File: config.mk
export PLATFORM = sky130hd
export DESIGN_NAME = rac_device_flat
export DESIGN_NICKNAME = d
export VERILOG_FILES = /design/src/rac_pkg.sv /design/src/rac_link_if.sv /design/src/rac_device.sv /design/src/flat_wrapper.sv
export VERILOG_INCLUDE_DIRS = /design/src
export SDC_FILE = /design/constraint.sdc
export NUM_CORES = 1
export LEC_CHECK = 0
export ABC_AREA = 1
export BUFFER_PORTS_ARGS = -buffer_cell sky130_fd_sc_hd__buf_2
export CAP_MARGIN = 25
export CORE_MARGIN = 10
export CORE_UTILIZATION = 32
export DETAILED_ROUTE_END_ITERATION = 6
export HOLD_SLACK_MARGIN = 0.05
export SLEW_MARGIN = 30
export SYNTH_ARGS = -nofsm -noshare
export SYNTH_HDL_FRONTEND = slang
export SYNTH_SLANG_ARGS = --single-unit
File: constraint.sdc
create_clock -name I_SYS_CLK -period 15.8 [get_ports I_SYS_CLK]
set_input_delay 2.37 -clock I_SYS_CLK [delete_from_list [all_inputs] [get_ports I_SYS_CLK]]
set_output_delay 2.37 -clock I_SYS_CLK [all_outputs]
set_load 0.005 [all_outputs]
File: src/rac_defines.svh
// Constants of the recorder address controller: command codes, register offsets, field positions, limits.
// Included by bare name wherever a constant is needed.
`ifndef RAC_DEFINES_SVH
`define RAC_DEFINES_SVH

`define RAC_CMD_NOP        4'h0
`define RAC_CMD_ADDR_WRITE 4'h1
`define RAC_CMD_ADDR_READ  4'h2
`define RAC_CMD_REC        4'h3
`define RAC_CMD_PLAY       4'h4
`define RAC_CMD_START      4'h5
`define RAC_CMD_STOP       4'h6

`define RAC_OFF_CMD        4'h0
`define RAC_OFF_ADDR       4'h4
`define RAC_OFF_STATUS     4'h8
`define RAC_OFF_READBACK   4'hc

`define RAC_CMD_CODE_LSB   0
`define RAC_CMD_CHAN_LSB   4
`define RAC_CMD_MODE_BIT   7
`define RAC_CMD_FLEX_BIT   8
`define RAC_ST_BUSY_BIT    0
`define RAC_ST_ACTIVE_BIT  1
`define RAC_ST_PEND_BIT    2

`define RAC_WORD_START_LSB 20
`define RAC_MEM_TOP        20'hfffff
`define RAC_ADDR_ONE       20'h00001
`define RAC_ADDR_ZERO      20'h00000
`define RAC_Y_ZERO         8'h00
`define RAC_FIXED_LOW      17'h00000
`define RAC_FIXED_HIGH     17'h1ffff
`define RAC_CHAN_FIRST     3'h0
`define RAC_RESP_OKAY      2'h0

`endif

File: src/rac_pkg.sv
// Types of the recorder address controller: the link command code, and the address and state types of the device end.
// Assumes the constants header is compiled alongside.
package rac_pkg;

   typedef logic [3:0]  rac_cmd_t;
   typedef logic [19:0] rac_addr_t;

   typedef enum logic [2:0] {
      RAC_IDLE  = 3'b000,
      RAC_FETCH = 3'b001,
      RAC_XFER  = 3'b011,
      RAC_RUN   = 3'b010,
      RAC_WBACK = 3'b110
   } rac_state_e;

endpackage

File: src/rac_link_if.sv
// Command link between the host controller and the recorder address controller.
// Both ends run on the same clock; the host offers a command only while the device is not busy.
`timescale 1ns/1ps
interface rac_link_if;
   logic                cmd_valid;
   rac_pkg::rac_cmd_t   cmd_code;
   logic [2:0]          cmd_chan;
   logic                cmd_ctrl_mode;
   logic                cmd_flex;
   logic [31:0]         cmd_word;
   logic                busy;
   logic                active;
   logic [31:0]         rd_word;

   modport dev  (input  cmd_valid, cmd_code, cmd_chan, cmd_ctrl_mode, cmd_flex, cmd_word,
                 output busy, active, rd_word);
   modport host (output cmd_valid, cmd_code, cmd_chan, cmd_ctrl_mode, cmd_flex, cmd_word,
                 input  busy, active, rd_word);
endinterface

File: src/rac_device.sv
// Device end: address counter, stop register and channel index area of the voice recorder.
// Assumes the host offers commands only while busy is low and I_DATA_TICK comes from logic on I_SYS_CLK.
//
// Behaviour
// - Direct mode: address write fills channel slot.
// - Direct start: index to counter via address register.
// - After loading, run and count per data.
// - Record stop writes counter as new stop.
// - Fixed start: generated addresses, also stored.
// - Flex start: read preceding channel stop address.
// - Flex start address is preceding stop plus one.
// - Flex stop address is memory top, stored.
// - Playback start loads stored addresses, counts up.
// - Playback stop leaves counter and index alone.
// - Host keeps multi-channel addresses, uses direct mode.
// - Host reads stop address back after recording.
// - Host writes saved addresses before playback start.
// - X address decodes into four memory selects.
// - First select must hold a serial register.
// - Host keeps thirty-two address bits per word.
// - Host adds select offset to X addresses.
// - Host loads ROM word addresses into a channel.
// - Counter equal to stop ends; flag reports.
// - Channel command carries channel and control mode.
//
// The register offsets and the AXI4-Lite register port were left to the implementer.
`timescale 1ns/1ps
`include "rac_defines.svh"
module rac_device (
   // Clock and reset
   input  wire logic        I_SYS_CLK,
   input  wire logic        I_RST,
   // Link to the host
   rac_link_if.dev          LINK,
   // Voice memory side
   input  wire logic        I_DATA_TICK,
   output logic [19:0]      O_MEM_ADDR,
   output logic [3:0]       O_VOICE_MEM_SELECT_N,
   output logic             O_RECORDING,
   output logic             O_PLAYING
);
   rac_pkg::rac_state_e state_q;
   rac_pkg::rac_state_e state_d;
   rac_pkg::rac_addr_t  idx_start_q [0:7];
   rac_pkg::rac_addr_t  idx_stop_q  [0:7];
   rac_pkg::rac_addr_t  areg_start_q;
   rac_pkg::rac_addr_t  areg_stop_q;
   rac_pkg::rac_addr_t  cnt_q;
   rac_pkg::rac_addr_t  stop_q;
   logic [2:0]          chan_q;
   logic                ctrl_mode_q;
   logic                flex_q;
   logic                rec_q;
   logic                active_q;
   logic [31:0]         rd_word_q;
   logic [3:0]          sel_q;

   wire in_idle    = (state_q == rac_pkg::RAC_IDLE);
   wire in_run     = (state_q == rac_pkg::RAC_RUN);
   wire in_fetch   = (state_q == rac_pkg::RAC_FETCH);
   wire in_xfer    = (state_q == rac_pkg::RAC_XFER);
   wire in_wback   = (state_q == rac_pkg::RAC_WBACK);
   wire take       = LINK.cmd_valid & (in_idle | in_run);
   wire cmd_addr_w = take & in_idle & (LINK.cmd_code == `RAC_CMD_ADDR_WRITE);
   wire cmd_addr_r = take & in_idle & (LINK.cmd_code == `RAC_CMD_ADDR_READ);
   wire cmd_rec    = take & in_idle & (LINK.cmd_code == `RAC_CMD_REC);
   wire cmd_play   = take & in_idle & (LINK.cmd_code == `RAC_CMD_PLAY);
   wire cmd_start  = take & in_idle & (LINK.cmd_code == `RAC_CMD_START);
   wire cmd_stop   = take & in_run & (LINK.cmd_code == `RAC_CMD_STOP);
   wire at_stop    = (cnt_q == stop_q);
   wire run_end    = in_run & I_DATA_TICK & at_stop;

   // Generated or fetched addresses depend on the control mode latched by start and the record flag latched by the record or play command.
   wire gen_mode   = rec_q & ctrl_mode_q;
   wire [2:0] prev_chan = chan_q - 3'h1;
   wire rac_pkg::rac_addr_t prev_stop = idx_stop_q[prev_chan];
   wire rac_pkg::rac_addr_t flex_start =
      (chan_q == `RAC_CHAN_FIRST) ? `RAC_ADDR_ZERO :
      prev_stop + `RAC_ADDR_ONE;
   wire rac_pkg::rac_addr_t fixed_start = {chan_q, `RAC_FIXED_LOW};
   wire rac_pkg::rac_addr_t fixed_stop  = {chan_q, `RAC_FIXED_HIGH};
   wire rac_pkg::rac_addr_t gen_start = flex_q ? flex_start : fixed_start;
   wire rac_pkg::rac_addr_t gen_stop  = flex_q ? `RAC_MEM_TOP : fixed_stop;
   wire rac_pkg::rac_addr_t load_start = gen_mode ? gen_start : idx_start_q[chan_q];
   wire rac_pkg::rac_addr_t load_stop  = gen_mode ? gen_stop : idx_stop_q[chan_q];

   // Index area write port: address write, generated addresses at fetch, or stop write-back.
   wire wr_chan_sel_cmd = cmd_addr_w;
   wire [2:0] idx_wchan = wr_chan_sel_cmd ? LINK.cmd_chan : chan_q;
   wire idx_we_start = cmd_addr_w | (in_fetch & gen_mode);
   wire idx_we_stop  = cmd_addr_w | (in_fetch & gen_mode) | in_wback;
   wire rac_pkg::rac_addr_t idx_wd_start =
      cmd_addr_w ? {LINK.cmd_word[31:`RAC_WORD_START_LSB], `RAC_Y_ZERO} : gen_start;
   wire rac_pkg::rac_addr_t idx_wd_stop =
      cmd_addr_w ? LINK.cmd_word[19:0] : (in_wback ? cnt_q : gen_stop);

   assign LINK.busy     = ~(in_idle | in_run);
   assign LINK.active   = active_q;
   assign LINK.rd_word  = rd_word_q;
   assign O_MEM_ADDR    = cnt_q;
   assign O_VOICE_MEM_SELECT_N = ~sel_q;
   assign O_RECORDING   = active_q & rec_q;
   assign O_PLAYING     = active_q & ~rec_q;

   always_comb begin
      state_d = state_q;
      case (state_q)
         rac_pkg::RAC_IDLE: begin
            if (cmd_start) begin
               state_d = rac_pkg::RAC_FETCH;
            end
         end
         rac_pkg::RAC_FETCH: begin
            state_d = rac_pkg::RAC_XFER;
         end
         rac_pkg::RAC_XFER: begin
            state_d = rac_pkg::RAC_RUN;
         end
         rac_pkg::RAC_RUN: begin
            if (cmd_stop & rec_q) begin
               state_d = rac_pkg::RAC_WBACK;
            end else if (cmd_stop | run_end) begin
               state_d = rac_pkg::RAC_IDLE;
            end
         end
         rac_pkg::RAC_WBACK: begin
            state_d = rac_pkg::RAC_IDLE;
         end
         default: begin
            state_d = rac_pkg::RAC_IDLE;
         end
      endcase
   end

   always_ff @(posedge I_SYS_CLK or posedge I_RST) begin
      if (I_RST) begin
         state_q <= rac_pkg::RAC_IDLE;
      end else begin
         state_q <= state_d;
      end
   end

   always_ff @(posedge I_SYS_CLK or posedge I_RST) begin
      if (I_RST) begin
         chan_q      <= 3'h0;
         ctrl_mode_q <= 1'b0;
         flex_q      <= 1'b0;
         rec_q       <= 1'b0;
      end else begin
         if (cmd_start) begin
            chan_q      <= LINK.cmd_chan;
            ctrl_mode_q <= LINK.cmd_ctrl_mode;
            flex_q      <= LINK.cmd_flex;
         end
         if (cmd_rec | cmd_play) begin
            rec_q <= cmd_rec;
         end
      end
   end

   always_ff @(posedge I_SYS_CLK or posedge I_RST) begin
      if (I_RST) begin
         areg_start_q <= `RAC_ADDR_ZERO;
         areg_stop_q  <= `RAC_ADDR_ZERO;
      end else if (in_fetch) begin
         areg_start_q <= load_start;
         areg_stop_q  <= load_stop;
      end
   end

   // Counting stops on the matching tick, so the counter keeps the end address for read-back.
   always_ff @(posedge I_SYS_CLK or posedge I_RST) begin
      if (I_RST) begin
         cnt_q    <= `RAC_ADDR_ZERO;
         stop_q   <= `RAC_ADDR_ZERO;
         active_q <= 1'b0;
      end else begin
         if (in_xfer) begin
            cnt_q    <= areg_start_q;
            stop_q   <= areg_stop_q;
            active_q <= 1'b1;
         end else if (in_run & (cmd_stop | run_end)) begin
            active_q <= 1'b0;
         end else if (in_run & I_DATA_TICK) begin
            cnt_q <= cnt_q + `RAC_ADDR_ONE;
         end
      end
   end

   always_ff @(posedge I_SYS_CLK or posedge I_RST) begin
      if (I_RST) begin
         rd_word_q <= 32'h00000000;
      end else if (cmd_addr_r) begin
         rd_word_q <= {idx_start_q[LINK.cmd_chan][19:8], idx_stop_q[LINK.cmd_chan]};
      end
   end

   genvar e;
   generate
      for (e = 0; e < 8; e = e + 1) begin : g_index
         always_ff @(posedge I_SYS_CLK or posedge I_RST) begin
            if (I_RST) begin
               idx_start_q[e] <= `RAC_ADDR_ZERO;
               idx_stop_q[e]  <= `RAC_ADDR_ZERO;
            end else if (idx_wchan == 3'(e)) begin
               if (idx_we_start) begin
                  idx_start_q[e] <= idx_wd_start;
               end
               if (idx_we_stop) begin
                  idx_stop_q[e] <= idx_wd_stop;
               end
            end
         end
      end
      // Each select covers one quarter of the X space; the first must be a serial register.
      for (e = 0; e < 4; e = e + 1) begin : g_select
         always_ff @(posedge I_SYS_CLK or posedge I_RST) begin
            if (I_RST) begin
               sel_q[e] <= 1'b0;
            end else begin
               sel_q[e] <= active_q & (cnt_q[19:18] == 2'(e));
            end
         end
      end
   endgenerate
endmodule

File: src/flat_wrapper.sv
// flat-port wrapper written by rule: the top's interface ports become plain ports
module rac_device_flat 
  (I_SYS_CLK, I_RST, I_DATA_TICK, O_MEM_ADDR, O_VOICE_MEM_SELECT_N, O_RECORDING, O_PLAYING, LINK_cmd_valid, LINK_cmd_code, LINK_cmd_chan, LINK_cmd_ctrl_mode, LINK_cmd_flex, LINK_cmd_word, LINK_busy, LINK_active, LINK_rd_word);
  rac_link_if LINK_i ();
  input  wire logic I_SYS_CLK;
  input  wire logic I_RST;
  input  wire logic I_DATA_TICK;
  output logic [19:0] O_MEM_ADDR;
  output logic [3:0] O_VOICE_MEM_SELECT_N;
  output logic O_RECORDING;
  output logic O_PLAYING;
  input wire logic [$bits(LINK_i.cmd_valid)-1:0] LINK_cmd_valid;
  input wire logic [$bits(LINK_i.cmd_code)-1:0] LINK_cmd_code;
  input wire logic [$bits(LINK_i.cmd_chan)-1:0] LINK_cmd_chan;
  input wire logic [$bits(LINK_i.cmd_ctrl_mode)-1:0] LINK_cmd_ctrl_mode;
  input wire logic [$bits(LINK_i.cmd_flex)-1:0] LINK_cmd_flex;
  input wire logic [$bits(LINK_i.cmd_word)-1:0] LINK_cmd_word;
  output wire logic [$bits(LINK_i.busy)-1:0] LINK_busy;
  output wire logic [$bits(LINK_i.active)-1:0] LINK_active;
  output wire logic [$bits(LINK_i.rd_word)-1:0] LINK_rd_word;
  assign LINK_i.cmd_valid = LINK_cmd_valid;
  assign LINK_i.cmd_code = LINK_cmd_code;
  assign LINK_i.cmd_chan = LINK_cmd_chan;
  assign LINK_i.cmd_ctrl_mode = LINK_cmd_ctrl_mode;
  assign LINK_i.cmd_flex = LINK_cmd_flex;
  assign LINK_i.cmd_word = LINK_cmd_word;
  assign LINK_busy = LINK_i.busy;
  assign LINK_active = LINK_i.active;
  assign LINK_rd_word = LINK_i.rd_word;
  rac_device u_core (.I_SYS_CLK(I_SYS_CLK), .I_RST(I_RST), .LINK(LINK_i), .I_DATA_TICK(I_DATA_TICK), .O_MEM_ADDR(O_MEM_ADDR), .O_VOICE_MEM_SELECT_N(O_VOICE_MEM_SELECT_N), .O_RECORDING(O_RECORDING), .O_PLAYING(O_PLAYING));
endmodule
==> impl_results.md, run 1 <==
* Slowest cell on the critical path: buf_2
* Die outline area at 89800 µm²
* Post-synth EDFFs at 0
* Violation count after the first detailed-routing iteration at 2559
* Achievable Freq at 188 MHz
* Layout cell share with drive strength beyond 1 at 9.73%
* Final critical-path required period at around 5.3 ns
* Setup violators final at 0
* Outcome: complete, no violations
* Worst reg2reg setup slack at 10.65 ns
* Type of origin of the critical path: input pin
* Number of standard cells after synthesis at 3372
* Antenna Diode Count at 0
* Clock root buffer master: clkbuf_16
* Sequential share of the synthesized area at between 40 and 50%
* Transition time at the pin with the least slew margin at roughly 1.0 ns
* Headroom to the max-slew limit at 32.1%
* Worst Setup End Kind: flop
* Number of placed cells counting well taps at 4315
* Number of nets in the layout at roughly 3400
* Gates resized, CTS repair at 0
* First-pass GRT wire length at 136000 µm
* Final GP Congestion at ~0.86
* Cell depth of the worst flop-to-flop path at 18
* Net Count, Synth at 3421
* Hold-fix buffer count after cts at 0
* Share of async-settable or async-resettable flops after synthesis at 100%
* Met2 Resource Use GR at 29.7%
* Via count of the first global-routing pass at 21800
* DRC at 0
* GR met1 Demand/Resource at 26.7%
* Reg2Reg Capture Point: u_core.idx_start_q[16]$_DFFE_PP0P_
* Die height at 300 µm
* Yosys warning count at 0
* I/O Buffers at 104
* Arrival time reported for the critical path endpoint at 5.78 ns
* Unique masters post-synth at 40
* Routed WL at 88500 µm
* Number of buffers added for setup after CTS at 0
* WL/cell at about 20 µm
* I/O pin cnt at 105
* Final count of hold timing violations at 0
* Layout Skew at 0.0185 ns
* Number of antenna violations at the first check in global routing at 9
* Vias post-DR at 23600
* Met3 GRT Util at 3.96%
* GRT Max-Usage Layer: met2
* Overall Global Routing Usage at 19.2%
* Kind of critical path: in2reg
* Number of antenna-violating nets in the routed design at 0
* Number of buffers on the longest clock path at 3
* Clock insertion delay at the later pin of the skew report at about 0.62 ns
* Number of buffers created by CTS at 53
* Worst-path fanout max at 51
* Vias per Instance at ~5.4
* Area grow syn2layout at 11.0%
* Critical Path RT at about 16 ns
* Cells along the critical path: buf_2, clkinv_1, buf_4, a21oi_1, inv_1, nor2_1, nand2_1, nor2_2, inv_1, nand2_1, o21ai_0
* Mean Syn Cell Area at 7.42 µm²
* Overflow after GRT at 0
* Highest cell delay on the worst timing path at between 0.7 and 0.8 ns
* Maximum level of the CTS H-tree at 2
* Clock tree from TritonCTS: yes
* Horizontal extent of the die at 300 µm
* Most frequent standard cell in the layout excluding fill and tap cells: nand2_1
* Kind of path behind the tightest hold check: reg2reg
* FF-to-FF Start: u_core.chan_q[0]$_DFFE_PP0P_
* Number of synthesized register bits at 446
* Combined area of all synthesized cells at between 20000 and 30000 µm²
* Power per Cell Area at 171 nW/µm²
* Accumulated negative setup slack at 0 ns
* Most used cells in the layout excluding fill and tap cells: 739 x nand2_1, 571 x o21ai_0, 443 x dfrtp_1, 323 x inv_1, 308 x nand3_1
* Count of pins over their slew limit at 0
* Hold Path Origin: u_core.idx_start_q[104]$_DFFE_PP0P_
* Core Footprint at 77500 µm²
* RSZ-0062 raised after global routing: false
* DR pass1 iterations at 6
* Hold EP: u_core.idx_start_q[104]$_DFFE_PP0P_
* Fill count at between 8000 and 9000
* Number of standard-cell rows in the floorplan at between 100 and 150
* Worst Hold Path Cells at 2
* Initial standard-cell utilization of the core at 32.3%
* Leakage dissipation at 12.6 nW
* Clock sinks at 446
* Top_reg_cell synth: dfrtp_1
* Clock Pin Slew Worst Setup and Hold Paths at 0.06 ns
* Maximum number of pins on one net before global-route repair at 168
* Post-layout instance count excluding filler cells at 4412
* Period Utilization, post-route at 33.6%
* Peak ir drop on the vdd network at between 0.00008 and 0.00009 V
* Hpwl dp at 55900 µm
* # Max-Cap Violations at 0
==> critical path, delay by kind of cell <==
family / cells / cell delay, ns
AOI/OAI and AO/OA: 2 / 0.35
buffers and inverters: 5 / 1.95
and+or+nand+nor: 4 / 1.09
==> per-stage QoR <==
| step | instance area, µm² | utilization, % | setup WS, ns | hold slack [ns] | power [mW] |
|---|---|---|---|---|---|
| 2_1_floorplan | 25000 | - | 1.00 | 0.437 | 2.87 |
| 3_3_place_gp | 26000 | 33.5 | 9.96 | 0.451 | 3.52 |
| 3_5_place_dp | 26000 | 33.6 | 9.90 | 0.455 | 3.54 |
| 4_1_cts | 27700 | 35.7 | 10.18 | 0.469 | 4.75 |
| 5_1_grt | 27800 | 35.8 | 10.18 | 0.490 | 5.08 |
| 6_report | 27800 | 35.8 | 10.49 | 0.465 | 4.76 |
==> final cells by class <==
type | instances | area [µm²] | share of cell area, %
multi-input combinational | 2342 | 11500 | 41.2
sequential | 446 | 11200 | 40.2
clock buffer | 82 | 1570 | 5.64
inverter | 351 | 1330 | 4.79
tap | 1040 | 1300 | 4.69
timing repair buffer | 139 | 842 | 3.03
clock inverter | 12 | 110 | 0.397
==> power by group <==
part	switching (mW)	internal, mW	leakage, nW
clock network	0.507	0.695	0.826
registers	0.252	1.39	5.79
logic	1.33	0.576	6.00
==> synth_stat cells (all sizes together) (11+ instances only) <==
library cell | count | area share [%]
a21oi | 263 | 5.3
buf | 95 | 2.6
clkbuf | 138 | 2.1
dfrtp | 446 | 45
inv | 349 | 5.2
nand2 | 748 | 11
nand3 | 309 | 6.2
nand4 | 11 | 0.28
nor2 | 150 | 2.7
nor3 | 20 | 0.45
o211ai | 74 | 2.2
o21ai | 668 | 14
o221ai | 26 | 0.91
o22ai | 19 | 0.48
xor2 | 17 | 0.60
==> how the worst max path moves through the flow <==
stage,startpoint,end,depth (start not counted)
after floorplan,I_RST,u_core.LINK.active$_DFFE_PP0P_,1
after global placement,LINK_cmd_chan[1],u_core.idx_start_q[14]$_DFFE_PP0P_,11
after detailed placement,LINK_cmd_chan[1],u_core.idx_start_q[14]$_DFFE_PP0P_,11
after CTS,u_core.chan_q[0]$_DFFE_PP0P_,u_core.idx_start_q[16]$_DFFE_PP0P_,18
after global routing,LINK_cmd_chan[1],u_core.idx_start_q[9]$_DFFE_PP0P_,11
final,LINK_cmd_chan[1],u_core.idx_start_q[14]$_DFFE_PP0P_,11
==> cells by family after synthesis <==
kind of cell | share of synthesized area (%)
DFF | 44.6
and+or+nand+nor | 21.3
adders and majority gates | 0.200
xor gates and xnor gates | 0.910
buffers and inverters | 10.0
AOI/OAI and AO/OA | 22.9
==> metal layers <==
metal	routed length (µm)	vias up	part of all wire, %
met4	2300	16	2.6
li1	-	11200	-
met2	39500	1000	45
met5	113	-	0.13
met3	7660	153	8.7
met1	38900	11300	44
==> flip-flops by register name, indices dropped and copies added (netlist names) <==
register	cells
u_core.idx_start_q	160
u_core.idx_stop_q	160
u_core.LINK.rd_word	32
u_core.O_MEM_ADDR	20
u_core.areg_start_q	20
u_core.areg_stop_q	20
u_core.stop_q	20
u_core.sel_q	4
u_core.chan_q	3
u_core.state_q	3
u_core.LINK.active	1
u_core.ctrl_mode_q	1
u_core.flex_q	1
u_core.rec_q	1
Note: power is estimated with default switching activity, not from simulation.
==> run 2, diff against run 1 <==
--- a/config.mk
+++ b/config.mk
@@ -6,7 +6,7 @@
 export SDC_FILE = /design/constraint.sdc
 export NUM_CORES = 1
 export LEC_CHECK = 0
-export ABC_AREA = 1
+export ABC_AREA = 0
 export BUFFER_PORTS_ARGS = -buffer_cell sky130_fd_sc_hd__buf_2
 export CAP_MARGIN = 25
 export CORE_MARGIN = 10
==> constraint.sdc (replaced) <==
create_clock -name I_SYS_CLK -period 4.67 [get_ports I_SYS_CLK]
set_input_delay 0.7005 -clock I_SYS_CLK [delete_from_list [all_inputs] [get_ports I_SYS_CLK]]
set_output_delay 0.7005 -clock I_SYS_CLK [all_outputs]
set_load 0.005 [all_outputs]
==> run 2 against run 1 <==
  * Sequential power grew to 3.3 times the previous value
  * First-iteration DRC count fell by 28%
  * Critical path depth fell by 1
  * Cell count fell by 28%
  * Clock-buffer cell count shrank 10
  * Worst hold slack worse by 0.10 ns
  * Via count is 24% lower
  * Die area shrank 4.5%
  * Sequential share of layout area is 0.86 points higher
  * Register-to-register slack lost 9.8 ns
  * Clock skew about the same
==> impl_results.md, run 2 <==
* Type of origin of the critical path: flop (was input pin)
* Post-synth EDFFs at 0 (unchanged)
* Routed WL at 76800 µm (was 88500 µm)
* Critical Path RT at 5.14 ns (was 16.27 ns)
* Layout cell share with drive strength beyond 1 at 27.7% (was 9.73%)
* DRC at 0 (unchanged)
* Peak ir drop on the vdd network at 0.000343 V (was 0.0000861 V)
* # Max-Cap Violations at 0 (unchanged)
* Vias post-DR at 18000 (was 23600)
* Top cells by count, synth: 446 x dfrtp_1, 334 x nand2_1, 191 x nor2_1 (was 739 x nand2_1, 571 x o21ai_0, 446 x dfrtp_1)
* Number of antenna violations at the first check in global routing at 5 (was 9)
* Unique masters post-synth at 75 (was 40)
* Number of nets in the layout at 2216 (was 3382)
* Most used cells in the layout excluding fill and tap cells: 443 x dfrtp_1, 333 x nand2_1, 180 x nor2_1, 176 x mux4_2, 138 x o21ai_0 (was 739 x nand2_1, 571 x o21ai_0, 443 x dfrtp_1, 323 x inv_1, 308 x nand3_1)
* Hpwl dp at 51400 µm (was 55900 µm)
* Fraction of synthesized cell area taken by the top area cell type at 46.9% (was 44.6%)
* Worst hold margin at 0.360 ns (was 0.465 ns)
* Initial standard-cell utilization of the core at 32.5% (was 32.3%)
* Die height at 293 µm (was 300 µm)
* Via count of the first global-routing pass at 18300 (was 21800)
* Number of buffers created by CTS at 47 (was 53)
* Number of buffers on the longest clock path at 3 (unchanged)
* Clock insertion delay at the later pin of the skew report at 0.59 ns (was 0.62 ns)
* Number of standard-cell rows in the floorplan at 99 (was 102)
* Mean Syn Cell Area at 11.4 µm² (was 7.42 µm²)
* Achievable Freq at 261 MHz
* Share of async-settable or async-resettable flops after synthesis at 100% (unchanged)
* Maximum number of pins on one net before global-route repair at 138 (was 168)
* Final critical-path required period at between 3 and 4 ns
* Number of buffers added for setup after CTS at 0 (unchanged)
* Outcome: complete, no violations (unchanged)
* Clock Pin Slew Worst Setup and Hold Paths at 0.07 ns (was 0.06 ns)
* Sequential share of the synthesized area at 46.9% (was 44.6%)
* Post-layout instance count excluding filler cells at 3162 (was 4412)
* Leakage dissipation at 11.9 nW (was 12.6 nW)
* Most frequent standard cell in the layout excluding fill and tap cells: dfrtp_1 (was nand2_1)
* First-pass GRT wire length at 117000 µm (was 136000 µm)
* Yosys warning count at 0 (unchanged)
* Fill count at 7079 (was 8225)
* Antenna Diode Count at 0 (unchanged)
* DR pass1 iterations at 6 (unchanged)
* Cells taking the most area after synthesis: dfrtp_1 47%, mux4_2 17%, mux2_2 6.5% (was dfrtp_1 45%, o21ai_0 11%, nand2_1 11%)
* Clock root buffer master: clkbuf_16 (unchanged)
* Most common cell in the netlist: dfrtp_1 (was nand2_1)
* Buffers and inverters on the worst path at 2 (was 5)
* Setup violators final at 0 (unchanged)
* Reg2Reg Capture Point: u_core.idx_start_q[150]$_DFFE_PP0P_ (was u_core.idx_start_q[16]$_DFFE_PP0P_)
* Clock tree from TritonCTS: yes (unchanged)
* Count of pins over their slew limit at 0 (unchanged)
* Net Count, Synth at 2147 (was 3421)
* Power per Cell Area at 545 nW/µm² (was 171 nW/µm²)
* Overflow after GRT at 0 (unchanged)
* Horizontal extent of the die at 293 µm (was 300 µm)
* FF-to-FF Start: u_core.chan_q[1]$_DFFE_PP0P_ (was u_core.chan_q[0]$_DFFE_PP0P_)
* Clock sinks at 446 (unchanged)
* Core Footprint at 73300 µm² (was 77500 µm²)
* Kind of path behind the tightest hold check: in2reg (was reg2reg)
* Crit path from: u_core.chan_q[1]$_DFFE_PP0P_ (was LINK_cmd_chan[1])
* Number of synthesized register bits at 446 (unchanged)
* I/O Buffers at 104 (unchanged)
* Cells along the critical path: inv_1, ha_2, buf_4, mux2i_1, mux4_2, a2111o_1, nor4b_2, xor2_1, o21ai_2, mux2_2 (was buf_2, clkinv_1, buf_4, a21oi_1, inv_1, nor2_1, nand2_1, nor2_2, inv_1, nand2_1, o21ai_0)
* Area grow syn2layout at 14.1% (was 11.0%)
* Highest cell delay on the worst timing path at 0.55 ns (was 0.71 ns)
* Die outline area at 85700 µm² (was 89800 µm²)
* Maximum level of the CTS H-tree at 2 (unchanged)
* Vias per Instance at 5.68 (was 5.36)
* Final GP Congestion at 0.874 (was 0.856)
* Worst-path fanout max at 11 (was 51)
* RSZ-0062 raised after global routing: false (unchanged)
* Number of placed cells counting well taps at 3076 (was 4315)
* Worst Setup End Kind: flop (unchanged)
* Final count of hold timing violations at 0 (unchanged)
* Accumulated negative setup slack at 0 ns (unchanged)
* Worst path depth at 10 (was 11)
* Transition time at the pin with the least slew margin at 1.05 ns (was 1.02 ns)
* Overall Global Routing Usage at 17.6% (was 19.2%)
* Worst Hold Path Cells at 2 (unchanged)
* Combined area of all synthesized cells at 23800 µm² (was 25000 µm²)
* Violation count after the first detailed-routing iteration at 1854 (was 2559)
* Arrival time reported for the critical path endpoint at 4.30 ns (was 5.78 ns)
* Cell family with the largest share of critical-path delay: multiplexers (was buffers and inverters)
* I/O pin cnt at 105 (unchanged)
* Slowest cell on the critical path: mux4_2 (was buf_2)
* Period Utilization, post-route at roughly 82%
* Layout Skew at 0.0187 ns (was 0.0185 ns)
* Cell depth of the worst flop-to-flop path at 10 (was 18)
* Hold Path Origin: LINK_cmd_ctrl_mode (was u_core.idx_start_q[104]$_DFFE_PP0P_)
* Number of antenna-violating nets in the routed design at 0 (unchanged)
* Post-synthesis cell type with the largest combined area: dfrtp_1 (unchanged)
* Hold EP: u_core.ctrl_mode_q$_DFFE_PP0P_ (was u_core.idx_start_q[104]$_DFFE_PP0P_)
* FF+latch area at 11200 µm² (unchanged)
* Multi-input combinational cell area at 12000 µm² (was 11500 µm²)
* Headroom to the max-slew limit at 29.2% (was 32.1%)
* Number of standard cells after synthesis at 2098 (was 3372)
* Kind of critical path: reg2reg (was in2reg)
* Top_reg_cell synth: dfrtp_1 (unchanged)
* Worst reg2reg setup slack at 0.84 ns (was 10.65 ns)
* WL/cell at 24.3 µm (was 20.0 µm)
run 2: cell types whose count changed in the layout (fill, tap and decap cells not counted), sizes merged, moves of 32 or more:
| cell | change |
|---|---|
| a21oi | -126 |
| buf | +32 |
| inv | -329 |
| mux2 | +137 |
| mux2i | +78 |
| mux4 | +176 |
| nand2 | -414 |
| nand3 | -286 |
| nor2 | +42 |
| o211ai | -73 |
| o21ai | -522 |
| o22a | +34 |
run 2: area by class of cell:
class	count	area share (%)
Multi-Input combinational cell	1479	44.1
Sequential cell	446	41.1
Clock buffer	72	5.38
Tap cell	959	4.41
Timing Repair Buffer	171	4.08
Clock inverter	13	0.640
Inverter	22	0.318
run 2: cell families (layout without fill, tap and decap cells):
family / count (synthesis) / count (layout) / share of synthesized area, %
and+or+nand+nor: 615 / 615 / 10.9
adders and majority gates: 4 / 4 / 0.210
AOI/OAI and AO/OA: 431 / 431 / 11.1
xor gates and xnor gates: 38 / 38 / 1.48
buffers and inverters: 173 / 278 / 3.09
muxes: 391 / 391 / 26.4
DFF: 446 / 446 / 46.9
run 2: per-layer routing:
metal	vias to the layer above	track usage (%)	wire length [µm]	part of all wire, %
li1	7827	-	-	-
met4	8	7.27	2980	3.9
met1	9228	23.1	32100	42
met5	-	0	55	0.072
met3	142	4.02	6350	8.3
met2	745	27.9	35300	46
run 2: where the power goes:
part           switching [mW]  internal [mW]
Sequential              0.787           4.63
Clock                    1.61           2.37
Combinational            3.09           2.33
run 2: worst max path at each step:
stage	end	slack, ns
3_5_place_dp	u_core.idx_start_q[50]$_DFFE_PP0P_	0.87
3_3_place_gp	u_core.idx_start_q[150]$_DFFE_PP0P_	0.94
5_1_grt	u_core.idx_start_q[150]$_DFFE_PP0P_	0.69
4_1_cts	u_core.idx_start_q[150]$_DFFE_PP0P_	0.84
2_1_floorplan	u_core.LINK.active$_DFFE_PP0P_	-2.06
6_report	u_core.idx_start_q[150]$_DFFE_PP0P_	0.84
run 2: what timing repair did:
| item | in CTS | in global routing |
|---|---|---|
| hold buffers | 1 | 0 |
| hold endpoints to repair | 1 | 0 |
| resized for setup | 0 | 0 |
| endpoints found under the setup margin | 0 | 0 |
run 2: through the flow:
stage               power, mW  utilization, %  setup WS, ns  instance area [µm²]
finish                   14.8            37.1         0.839                27200
global placement         10.8            34.8         0.941                25500
CTS                      14.9            37.1         0.843                27200
detailed placement       10.9            34.8         0.870                25500
global route             15.6            37.1         0.687                27200
floorplan                8.89               -         -2.06                23800
